[src/shared/wric_map.vh]
// Purpose: Constants for the wake-up and interrupt-enable controller
// Assumes: Opcode values and bit positions below are shared by all design files
// Notes:   Instruction operand is 8 bits; unused bits are ignored
`ifndef WRIC_MAP_VH
`define WRIC_MAP_VH

// Instruction op codes on the op port
`define WRIC_OP_NONE        3'h0
`define WRIC_OP_PORT_WAKE   3'h1
`define WRIC_OP_HALT_EN     3'h2
`define WRIC_OP_IRQ_EN      3'h3
`define WRIC_OP_STOP_EN     3'h4
`define WRIC_OP_CLR_REQ     3'h5

// Port wake-enable field positions
`define WRIC_PWE_A          5
`define WRIC_PWE_C          4
`define WRIC_PWE_D          3
`define WRIC_PWE_MASK       6'h38

// Stop-release enable positions
`define WRIC_SRE_A          6
`define WRIC_SRE_C          4
`define WRIC_SRE_D          3

// Halt-release enable valid bits (1..5 and 7)
`define WRIC_HWE_MASK       8'hbe

// Reset values
`define WRIC_PWE_RST        6'h00
`define WRIC_HWE_RST        8'h00
`define WRIC_IEN_RST        8'h00
`define WRIC_SRE_RST        3'h0

// Debounce interval, in ns, and derived cycle count at 100 MHz
`define WRIC_DEBOUNCE_NS    1000
`define WRIC_CLK_NS         10
`define WRIC_DEBOUNCE_CYC   (`WRIC_DEBOUNCE_NS / `WRIC_CLK_NS)

// Modes
`define WRIC_MODE_LEVEL     1'b0
`define WRIC_MODE_CHATTER   1'b1

`endif

[src/logic/wric_ctrl.v]
// Purpose: Wake-up and interrupt-enable control
// Assumes: Events are one-cycle pulses synchronous to clk; ports are ORed per group
// Notes:   Register writes come from dedicated instructions on op/op_data
`include "wric_map.vh"

module wric_ctrl (
  // Clock and reset
  input  wire       clk,
  input  wire       rst,
  // Instruction port
  input  wire [2:0] op,
  input  wire [7:0] op_data,
  // Power mode control
  input  wire       halt_cmd,
  input  wire       stop_cmd,
  input  wire       chatter_mode,
  input  wire       irq_ack,
  input  wire [2:0] irq_ack_num,
  // Wake sources
  input  wire [3:0] port_a,
  input  wire [3:0] port_c,
  input  wire [3:0] port_d,
  input  wire       extint_pin,
  input  wire       timer_one_uf,
  input  wire       timer_two_uf,
  input  wire       timer_three_uf,
  input  wire       prediv_ovf,
  input  wire       keyscan_end,
  input  wire       key_high,
  input  wire       rfc_end,
  // Status outputs
  output reg        halt_release,
  output reg        stop_release,
  output reg        in_halt,
  output reg        in_stop,
  output reg  [7:0] irq_req,
  output reg  [2:0] port_start_flags,
  output reg  [7:0] wake_request
);

  localparam RUN  = 2'h0;
  localparam HALT = 2'h1;
  localparam STOP = 2'h2;

  reg  [1:0] state_reg;
  reg  [1:0] state_next;
  reg  [5:0] port_wake_enable_reg;
  reg  [7:0] halt_wake_enable_reg;
  reg  [7:0] interrupt_enable_reg;
  reg  [2:0] stop_release_enable_reg;
  reg  [2:0] or_prev_reg;
  reg        extint_prev_reg;
  reg        pending_stop_reg;
  reg  [2:0] start_set;
  reg  [7:0] req_set;
  reg        wake_any;

  wire [2:0] port_or;
  wire [2:0] deb_or;
  wire [2:0] port_en;
  wire [2:0] stop_en;
  wire       extint_edge;
  wire       ack_port;

  assign port_or = {|port_a, |port_c, |port_d};
  assign port_en = {port_wake_enable_reg[`WRIC_PWE_A], port_wake_enable_reg[`WRIC_PWE_C],
                    port_wake_enable_reg[`WRIC_PWE_D]};
  assign stop_en = stop_release_enable_reg;
  assign extint_edge = extint_pin ^ extint_prev_reg;
  assign ack_port = irq_ack && (irq_ack_num == 3'h0);

  // One debouncer per port group
  genvar g;
  generate
    for (g = 0; g < 3; g = g + 1) begin : deb
      wric_debounce u_deb (
        .clk        (clk),
        .rst        (rst),
        .sig_in     (port_or[g]),
        .sig_stable (deb_or[g])
      );
    end
  endgenerate

  // Start conditions per port group
  always @* begin
    start_set = 3'h0;
    if (chatter_mode == `WRIC_MODE_LEVEL) begin
      start_set = port_en & port_or & ~or_prev_reg;
    end else if (state_reg != STOP) begin
      start_set = port_en & (deb_or ^ or_prev_reg);
      if (pending_stop_reg) begin
        start_set = port_en & stop_en & deb_or & ~or_prev_reg;
      end
    end
  end

  // Request set terms; STOP blocks everything but INT, key_high and, in level mode only, port
  always @* begin
    req_set    = 8'h00;
    req_set[0] = |start_set;
    req_set[2] = extint_edge && (halt_wake_enable_reg[2] || interrupt_enable_reg[2]);
    if (state_reg == STOP) begin
      req_set[5] = key_high && (halt_wake_enable_reg[5] || interrupt_enable_reg[5]);
    end else begin
      req_set[1] = timer_one_uf;
      req_set[3] = prediv_ovf;
      req_set[4] = timer_two_uf;
      req_set[5] = (keyscan_end || key_high);
      req_set[6] = rfc_end;
      req_set[7] = timer_three_uf;
    end
    // Wake needs a halt enable or an interrupt enable on that source, or a port start
    wake_any = |(req_set & (halt_wake_enable_reg | interrupt_enable_reg)) || |start_set;
  end

  // State machine
  always @* begin
    state_next = state_reg;
    case (state_reg)
      RUN: begin
        if (stop_cmd && !(|(port_en & port_or))) begin
          state_next = STOP;
        end else if (halt_cmd && !(|wake_request) &&
                     !(chatter_mode == `WRIC_MODE_LEVEL && |(port_en & port_or))) begin
          state_next = HALT;
        end
      end
      HALT: begin
        if (pending_stop_reg && !(|(port_en & port_or))) begin
          state_next = STOP;
        end else if (wake_any || |(irq_req & ~8'h00)) begin
          state_next = RUN;
        end
      end
      STOP: begin
        if (chatter_mode == `WRIC_MODE_CHATTER && |(port_en & stop_en & port_or)) begin
          state_next = HALT;
        end else if (wake_any) begin
          state_next = RUN;
        end
      end
      default: state_next = RUN;
    endcase
  end

  integer i;
  always @(posedge clk) begin
    if (rst) begin
      state_reg               <= RUN;
      port_wake_enable_reg    <= `WRIC_PWE_RST;
      halt_wake_enable_reg    <= `WRIC_HWE_RST;
      interrupt_enable_reg    <= `WRIC_IEN_RST;
      stop_release_enable_reg <= `WRIC_SRE_RST;
      or_prev_reg             <= 3'h0;
      extint_prev_reg         <= 1'b0;
      pending_stop_reg        <= 1'b0;
      halt_release            <= 1'b0;
      stop_release            <= 1'b0;
      in_halt                 <= 1'b0;
      in_stop                 <= 1'b0;
      irq_req                 <= 8'h00;
      port_start_flags        <= 3'h0;
      wake_request            <= 8'h00;
    end else begin
      state_reg       <= state_next;
      extint_prev_reg <= extint_pin;
      or_prev_reg     <= (chatter_mode == `WRIC_MODE_CHATTER) ? deb_or : port_or;
      in_halt         <= (state_next == HALT);
      in_stop         <= (state_next == STOP);
      stop_release    <= (state_reg == STOP) && (state_next != STOP);
      halt_release    <= (state_reg == HALT) && (state_next == RUN);
      if (state_reg == STOP && state_next == HALT) begin
        pending_stop_reg <= 1'b1;
      end else if (|start_set || state_next != HALT) begin
        pending_stop_reg <= 1'b0;
      end
      // Register writes
      case (op)
        `WRIC_OP_PORT_WAKE: port_wake_enable_reg <= op_data[5:0] & `WRIC_PWE_MASK;
        `WRIC_OP_HALT_EN:   halt_wake_enable_reg <= op_data & `WRIC_HWE_MASK;
        `WRIC_OP_IRQ_EN:    interrupt_enable_reg <= op_data;
        `WRIC_OP_STOP_EN:   stop_release_enable_reg <= {op_data[`WRIC_SRE_A],
                                op_data[`WRIC_SRE_C], op_data[`WRIC_SRE_D]};
        default: ;
      endcase
      if (ack_port) begin
        port_wake_enable_reg <= `WRIC_PWE_RST;
      end
      if (irq_ack) begin
        interrupt_enable_reg[irq_ack_num] <= 1'b0;
      end
      // Start flags: rewrite of port enables clears, set wins
      for (i = 0; i < 3; i = i + 1) begin
        if (start_set[i]) begin
          port_start_flags[i] <= 1'b1;
        end else if (op == `WRIC_OP_PORT_WAKE) begin
          port_start_flags[i] <= 1'b0;
        end
      end
      // Requests: set wins over clear by ack or clear op
      for (i = 0; i < 8; i = i + 1) begin
        if (req_set[i]) begin
          wake_request[i] <= 1'b1;
        end else if ((irq_ack && irq_ack_num == i[2:0]) ||
                     (op == `WRIC_OP_CLR_REQ && op_data[i])) begin
          wake_request[i] <= 1'b0;
        end
        irq_req[i] <= (wake_request[i] | req_set[i]) & interrupt_enable_reg[i] &
                      !(irq_ack && irq_ack_num == i[2:0]);
      end
    end
  end

endmodule

[src/logic/wric_debounce.v]
// Purpose: Debounce one port-group OR signal
// Assumes: Input synchronous to clk
// Notes:   Output follows input once stable for the full interval
`include "wric_map.vh"

module wric_debounce (
  // Clock and reset
  input  wire       clk,
  input  wire       rst,
  // Signal
  input  wire       sig_in,
  output reg        sig_stable
);

  reg [7:0] cnt_reg;

  always @(posedge clk) begin
    if (rst) begin
      cnt_reg    <= 8'h00;
      sig_stable <= 1'b0;
    end else if (sig_in == sig_stable) begin
      cnt_reg <= 8'h00;
    end else if ({24'h000000, cnt_reg} == (`WRIC_DEBOUNCE_CYC - 1)) begin
      cnt_reg    <= 8'h00;
      sig_stable <= sig_in;
    end else begin
      cnt_reg <= cnt_reg + 8'h01;
    end
  end

endmodule

[config.mk]
export PLATFORM = sky130hd
export DESIGN_NAME = wric_ctrl
export DESIGN_NICKNAME = d
export VERILOG_FILES = /design/src/logic/wric_ctrl.v /design/src/logic/wric_debounce.v
export VERILOG_INCLUDE_DIRS = /design/src /design/src/shared
export SDC_FILE = /design/constraint.sdc
export NUM_CORES = 1
export LEC_CHECK = 0
export BUFFER_PORTS_ARGS = -buffer_cell sky130_fd_sc_hd__clkbuf_2
export CORE_MARGIN = 4
export CORE_UTILIZATION = 50
export DETAILED_ROUTE_END_ITERATION = 10
export GPL_TIMING_DRIVEN = 0
export HOLD_SLACK_MARGIN = 0.02
export PLACE_DENSITY = 0.73
export REMOVE_ABC_BUFFERS = 1
export SLEW_MARGIN = 10
export SYNTH_ARGS = -nofsm -noshare
export SYNTH_HDL_FRONTEND = slang
export SYNTH_HIERARCHICAL = 1
export SYNTH_SLANG_ARGS = --single-unit
[constraint.sdc]
create_clock -name clk -period 2.7 [get_ports clk]
set_input_delay 0.54 -clock clk [delete_from_list [all_inputs] [get_ports clk]]
set_output_delay 0.54 -clock clk [all_outputs]
set_load 0.05 [all_outputs]
==> After elaboration in Yosys (flattened, before gate mapping) <==
Cells that the tools add are included.
{ "totals": {"reg_bits": 77, "input_bits": 40, "output_inout_bits": 23} }
{ "classes": {"add_sub_neg": 3, "order_cmp": 2, "n_eq_ne": 25, "n_mux": 42, "n_bitwise": 42, "reduce_logical": 84} }
{ "op_table": {"columns": ["operator", "n"], "rows": [
  ["logical AND 1 bit", 28],
  ["two-way mux 1 bit", 25],
  ["adder 8 x 1 -> 8 bit (second input constant)", 3],
  ["equality test 8 x 7 -> 1 bit (second input constant)", 3],
  ["two-way mux 8 bit", 3],
  ["nonzero test 2 bit", 12],
  ["OR reduction 8 bit", 3],
  ["bitwise AND 3 bit", 7],
  ["equality test 3 bit (second input constant)", 6],
  ["OR reduction 3 bit", 6],
  ["bitwise AND 1 bit", 16],
  ["bitwise AND 8 bit", 2],
  ["two-way mux 2 bit", 8],
  ["logical OR 1 bit", 14],
  ["equality test 3 x 2 -> 1 bit (second input constant)", 4],
  ["two-way mux 3 bit", 4],
  ["OR reduction 4 bit", 3],
  ["zero test 1 bit", 11],
  ["NOT 8 bit", 1],
  ["bitwise OR 1 bit", 8],
  ["bitwise OR 8 bit", 1],
  ["equality test 3 x 1 -> 1 bit (second input constant)", 2],
  ["one-hot mux 2 bit (3 select lines)", 1],
  ["AND reduction 2 bit", 3],
  ["other kinds (15)", 24]
]} }

==> Logic depth before layout (Yosys ltp) <==
{ "logic_depth": {"ltp_word": 18, "ltp_mapped": 7, "mapped_depth_nobuf": 6} }

==> Hierarchy <==
The synthesis kept the hierarchy.
{ "by_module_without_submodules": {"columns": ["module", "instances", "cells_per_inst", "area_each_um2", "seq_area_each_um2"], "rows": [
  ["wric_ctrl", 1, 261, 2243.4, 1001.0],
  ["wric_debounce (deb[0].u_deb ...)", 2, 44, 416.6, 180.2],
  ["wric_debounce (deb[2].u_deb)", 1, 42, 436.7, 180.2]
]} }

==> Worst setup path before layout <==
OpenSTA, ideal clock, no wires.
{ "synth_path": {"path_type": "input port to flip-flop", "start": "in port_a[1]", "end": "reg in_halt", "t_arrival_ns": 2.364, "slack_ns": 0.221, "cell_stages": 7, "path_buffers": 1, "cell_sequence": "or4_1 buf_2 a222oi_1 mux2i_1 a2bb2oi_1 o31ai_2 and2_1"} }
{ "synth_between": {"elab_chain_cells": 13} }
{ "synth_rtl": {"columns": ["element", "line_no", "text"], "rows": [
  ["start: declaration", "wric_ctrl.v:20", "input wire [3:0] port_a,"],
  ["OR reduction 4 bit (*)", "wric_ctrl.v:65", "assign port_or = {|port_a, |port_c, |port_d};"],
  ["named net port_or[2]", "wric_ctrl.v:58", "wire [2:0] port_or;"],
  ["bitwise AND 3 bit", null, null],
  ["bitwise AND 3 bit", "wric_ctrl.v:89", "start_set = port_en & port_or & ~or_prev_reg;"],
  ["two-way mux 3 bit", "wric_ctrl.v:88", "if (chatter_mode == `WRIC_MODE_LEVEL) begin"],
  ["OR reduction 3 bit", "wric_ctrl.v:101, wric_ctrl.v:114", null],
  ["bitwise AND 8 bit", "wric_ctrl.v:114", "wake_any = |(req_set & (halt_wake_enable_reg | interrupt_enable_reg)) || |start_set;"],
  ["OR reduction 8 bit", "wric_ctrl.v:114", null],
  ["logical OR 1 bit", "wric_ctrl.v:114", null],
  ["logical OR 1 bit", "wric_ctrl.v:132", "end else if (wake_any || |(irq_req & ~8'h00)) begin"],
  ["two-way mux 2 bit", "wric_ctrl.v:132", null],
  ["two-way mux 2 bit", "wric_ctrl.v:130", "if (pending_stop_reg && !(|(port_en & port_or))) begin"],
  ["one-hot mux 2 bit (3 select lines) (*)", "wric_ctrl.v:120", "case (state_reg)"],
  ["equality test 2 x 1 -> 1 bit (*)", "wric_ctrl.v:169", "in_halt <= (state_next == HALT);"],
  ["end signal: assignment", "wric_ctrl.v:169", null],
  ["end: declaration", "wric_ctrl.v:34", "output reg in_halt,"]
]} }
Mark *: on every way through the listed nets, which the timed path passes. The rest lies on a longest branch.
A chain may end at the register's enable or synchronous reset.

==> Worst setup path in the final report <==
{ "layout_path": {"start": "in port_a[1]", "end": "reg pending_stop_reg"} }
{ "layout_between": {"elab_chain_cells": 15} }
{ "layout_rtl": {"columns": ["element", "line_no", "text"], "rows": [
  ["OR reduction 4 bit (*)", "wric_ctrl.v:65", null],
  ["bitwise AND 3 bit", null, null],
  ["bitwise AND 3 bit", "wric_ctrl.v:89", null],
  ["two-way mux 3 bit", "wric_ctrl.v:88", null],
  ["OR reduction 3 bit", "wric_ctrl.v:101, wric_ctrl.v:114, wric_ctrl.v:175", null],
  ["bitwise AND 8 bit", "wric_ctrl.v:114", null],
  ["OR reduction 8 bit", "wric_ctrl.v:114", null],
  ["logical OR 1 bit", "wric_ctrl.v:114", null],
  ["logical OR 1 bit", "wric_ctrl.v:132", null],
  ["two-way mux 2 bit", "wric_ctrl.v:132", null],
  ["two-way mux 2 bit", "wric_ctrl.v:130", null],
  ["one-hot mux 2 bit (3 select lines)", "wric_ctrl.v:120", null],
  ["equality test 2 x 1 -> 1 bit or inequality test 2 x 1 -> 1 bit (tied branches)", "wric_ctrl.v:173, wric_ctrl.v:175", null],
  ["logical AND 1 bit or logical OR 1 bit (tied branches)", "wric_ctrl.v:173, wric_ctrl.v:175", null],
  ["two-way mux 1 bit or nonzero test 2 bit (tied branches)", null, null],
  ["end signal: assignment", "wric_ctrl.v:157", "pending_stop_reg <= 1'b0;"],
  ["end signal: assignment", "wric_ctrl.v:174", "pending_stop_reg <= 1'b1;"],
  ["end signal: assignment", "wric_ctrl.v:176", "pending_stop_reg <= 1'b0;"],
  ["end: declaration", "wric_ctrl.v:53", "reg pending_stop_reg;"]
]} }
Every way passes the cells marked *; elsewhere a longest branch is shown, timed or not.

==> flow_metrics.py <==
metrics = {
    "sta": {
        "rsz0062_at_grt": "no",
        "period_needed_ns": 2.513,
        "max_freq_ghz": 0.3979,
        "clock_skew_ns": 0.008041,
        "maxSlewViolCount": 0,
        "worst_slew_pin_slew_ns": 1.257,
        "whs_ns": 0.4235,
        "hold_violations": 0,
        "maxSlewHeadroom": 0.1601,
        "finalSetupViolations": 0,
        "period_share": 0.9308,
    },
    "routing": {
        "drtIter0Drc": 123,
        "routed_wl_um": 8073,
        "vias": 3090,
        "drc": 0,
        "wire_per_inst_um": 14.76,
        "ant_nets": 0,
        "routed_via_density": 5.649,
        "dr.pass1.iters": 5,
    },
    "grt": {
        "grt.total_usage": 0.1965,
        "grt_pass1_wl_um": 13520,
        "grt_max_degree": 48,
        "antenna_found_initial": 0,
        "grt-ovfl-total": 0,
        "first_global_vias": 2908,
    },
    "pwr": {
        "power_leakage_uw": 0.001659,
        "power_frac_comb": 0.138,
        "p_seq_frac": 0.500,
        "p_per_area_nw_per_um2": 601.1,
        "p_int_uw": 1754,
        "swShare": 0.2831,
        "peakVddDrop_v": 0.0003426,
        "p_clk_frac": 0.362,
        "net-switching-power_uw": 692.8,
    },
    "final_layout": {
        "ff_latch_area_sq_um": 1541,
        "fin_area_sq_um": 4071,
        "final_cells": 547,
        "fill_cells": 616,
        "area_growth_pct": 15.88,
        "final_util": 0.5993,
        "multi_input_area_sq_um": 1876,
        "final_nets": 489,
        "diodes": 0,
        "largest_reg_flops": 24,
        "drive_gt1_frac": 0.2062,
    },
    "critical_path": {
        "critPathLaunchType": "input pin",
        "cp-end-kind": "register",
        "crit_fanout": 6,
        "cp.required_ns": 2.95,
        "critical-path-max-stage-delay_ns": 0.74,
        "crit_arrival_ns": 2.76,
        "critPathTopFamily": "compound AO/OA/AOI/OAI gates",
        "worstPathBufferInverterCount": 1,
        "cpMaxStageDelayCell": "a222oi_1",
        "crit_type": "in -> reg",
        "path_cells": "clkbuf_2 -> or4_1 -> a222oi_1 -> mux2i_1 -> a2bb2oi_1 -> o31ai_2 -> and2_1",
    },
    "die": {
        "coreArea_sq_um": 6794,
        "ios": 63,
        "fp.dieH_um": 91.83,
        "dieArea_sq_um": 8432,
        "chipWidth_um": 91.83,
        "initial_core_util": 0.5171,
        "rows": 30,
    },
    "yosys": {
        "synth_cells": 391,
        "ys_types": 52,
        "ys_seq_area_frac": 0.4387,
        "synth_seq_cells": 77,
        "synthTopCellsByArea": "dfxtp_1, mux2i_1, nand2_1, nor2_1, a21oi_1",
        "ys.flop_type": "dfxtp_1",
        "avgSynthCellArea_sq_um": 8.986,
        "syn_area_sq_um": 3513,
        "synth_edf_count": 0,
        "synthArstFlopShare": 0,
        "ys_warn_count": 6,
        "synth_top_cell_by_area": "dfxtp_1",
        "synth_top_area_frac": 0.4387,
    },
    "job": {
        "cap_violations": 0,
    },
    "cts": {
        "clk_pin_slew_worst_paths_ns": 0.08,
        "cts_made_buffers": 9,
        "cts_tree": "built",
        "postCtsSetupBuffers": 0,
        "clk_latency_ns": 0.35,
        "ctsRootBufferMaster": "clkbuf_8",
        "cts_hold_buf": 0,
        "htree_levels": 3,
        "clock-sinks": 77,
        "cts_buffer_depth": 2,
    },
    "place": {
        "place_hpwl_um": 5928,
        "gp_congestion": 0.8588,
        "place_area_sq_um": 3867,
        "placed_cells": 531,
        "io_buffers": 62,
    },
    "outcome": {
        "outcome": "completed",
    },
    "worst_hold_path": {
        "hp-class": "in -> reg",
    },
}
==> repair_timing <==
| item | CTS | global route |
|---|---|---|
| gates resized for setup | 0 | 1 |
| endpoints found under the hold margin | 0 | 0 |
| setup endpoints to repair | 0 | 6 |
==> layout make-up <==
cell class | instances | area share
multi-input combinational | 290 | 0.4607
sequential | 77 | 0.3786
timing repair buffer | 62 | 0.07621
clock buffer | 11 | 0.03473
tap | 96 | 0.02950
clock inverter | 5 | 0.01475
inverter | 6 | 0.005532
==> through the flow <==
step	setup slack (ns)	TNS (ns)	total power, uW
after floorplan	0.2247	0	1463
after global placement	-0.1232	-0.4795	1574
after detailed placement	-0.1638	-0.7458	1584
after CTS	0.04458	0	2454
after global routing	0.04373	0	2549
final	0.1868	0	2447
==> cells in the mapped netlist, types with 2 or more instances <==
cell / count
nor3b_1: 13
clkbuf_1: 15
dfxtp_1: 77
nand2_2: 2
nor2b_1: 8
nand3b_1: 2
nand3_1: 16
ha_1: 3
nor4_1: 6
xnor2_1: 7
o41ai_1: 3
nor2_1: 32
or4_4: 3
nor3_1: 13
o31ai_1: 4
o21ai_0: 19
inv_1: 6
a21oi_1: 21
a32oi_1: 4
o211a_1: 3
and3b_1: 5
nand4_1: 3
a31oi_1: 4
xor2_1: 7
or3b_2: 2
or4_1: 4
and2_1: 3
o211ai_1: 2
nand2b_1: 11
a211oi_2: 3
a21o_1: 2
or3_1: 6
a32o_1: 4
a211oi_1: 6
nand2_1: 36
mux2i_1: 20
==> metal layers <==
layer	part of all wire	global-route usage	vias to the layer above
met3	0.060	0.03363	17
li1	-	-	1536
met4	0.021	0.09035	0
met2	0.47	0.3153	116
met1	0.45	0.2578	1421
met5	0	0	-
==> kinds of logic (layout without fill, tap and decap cells) <==
kind of cell / after synthesis / in the layout / synth area share
adders and majority gates: 3 / 3 / 0.01068
xor gates and xnor gates: 14 / 14 / 0.03490
DFF: 77 / 77 / 0.4387
and+or+nand+nor: 171 / 171 / 0.2699
AOI/OAI and AO/OA: 82 / 82 / 0.1606
buffers and inverters: 24 / 84 / 0.02813
muxes: 20 / 20 / 0.05698
==> worst paths after layout <==
check	startpoint	to	slack [ns]	depth (start not counted)
min reg2reg	port_start_flags[2]	port_start_flags[2]	0.46	2
max reg2reg	state_reg[1]	in_stop	0.26	6
min	extint_pin	extint_prev_reg	0.42	2
max	port_a[1]	pending_stop_reg	0.19	7
==> worst register-to-register path, stage by stage (launching register included) <==
cell      delay [ns]
dfxtp_1         0.46
nand2b_2        0.33
a32o_1          0.35
o21ai_0         0.27
o211ai_1        0.31
nor3_1          0.45
a32o_1          0.21
==> power groups by stage <==
stage	sequential [uW]	combinational [uW]	clock [uW]
3_5_place_dp	1250	334	0
4_1_cts	1220	336	895
5_1_grt	1230	371	946
6_report	1220	337	886
3_3_place_gp	1250	327	0
2_1_floorplan	1300	159	0
==> placed cells by master (no fill, tap or decap), drive strengths merged, types with 8 or more instances in the layout <==
| master | instances |
|---|---|
| a211oi | 9 |
| nand2 | 39 |
| nor2b | 8 |
| nand3 | 16 |
| nor3 | 13 |
| nor3b | 13 |
| nand2b | 11 |
| nor2 | 32 |
| mux2i | 20 |
| a21oi | 21 |
| o21ai | 19 |
| clkbuf | 73 |
| dfxtp | 77 |
Power figures use the tool's default switching activity.
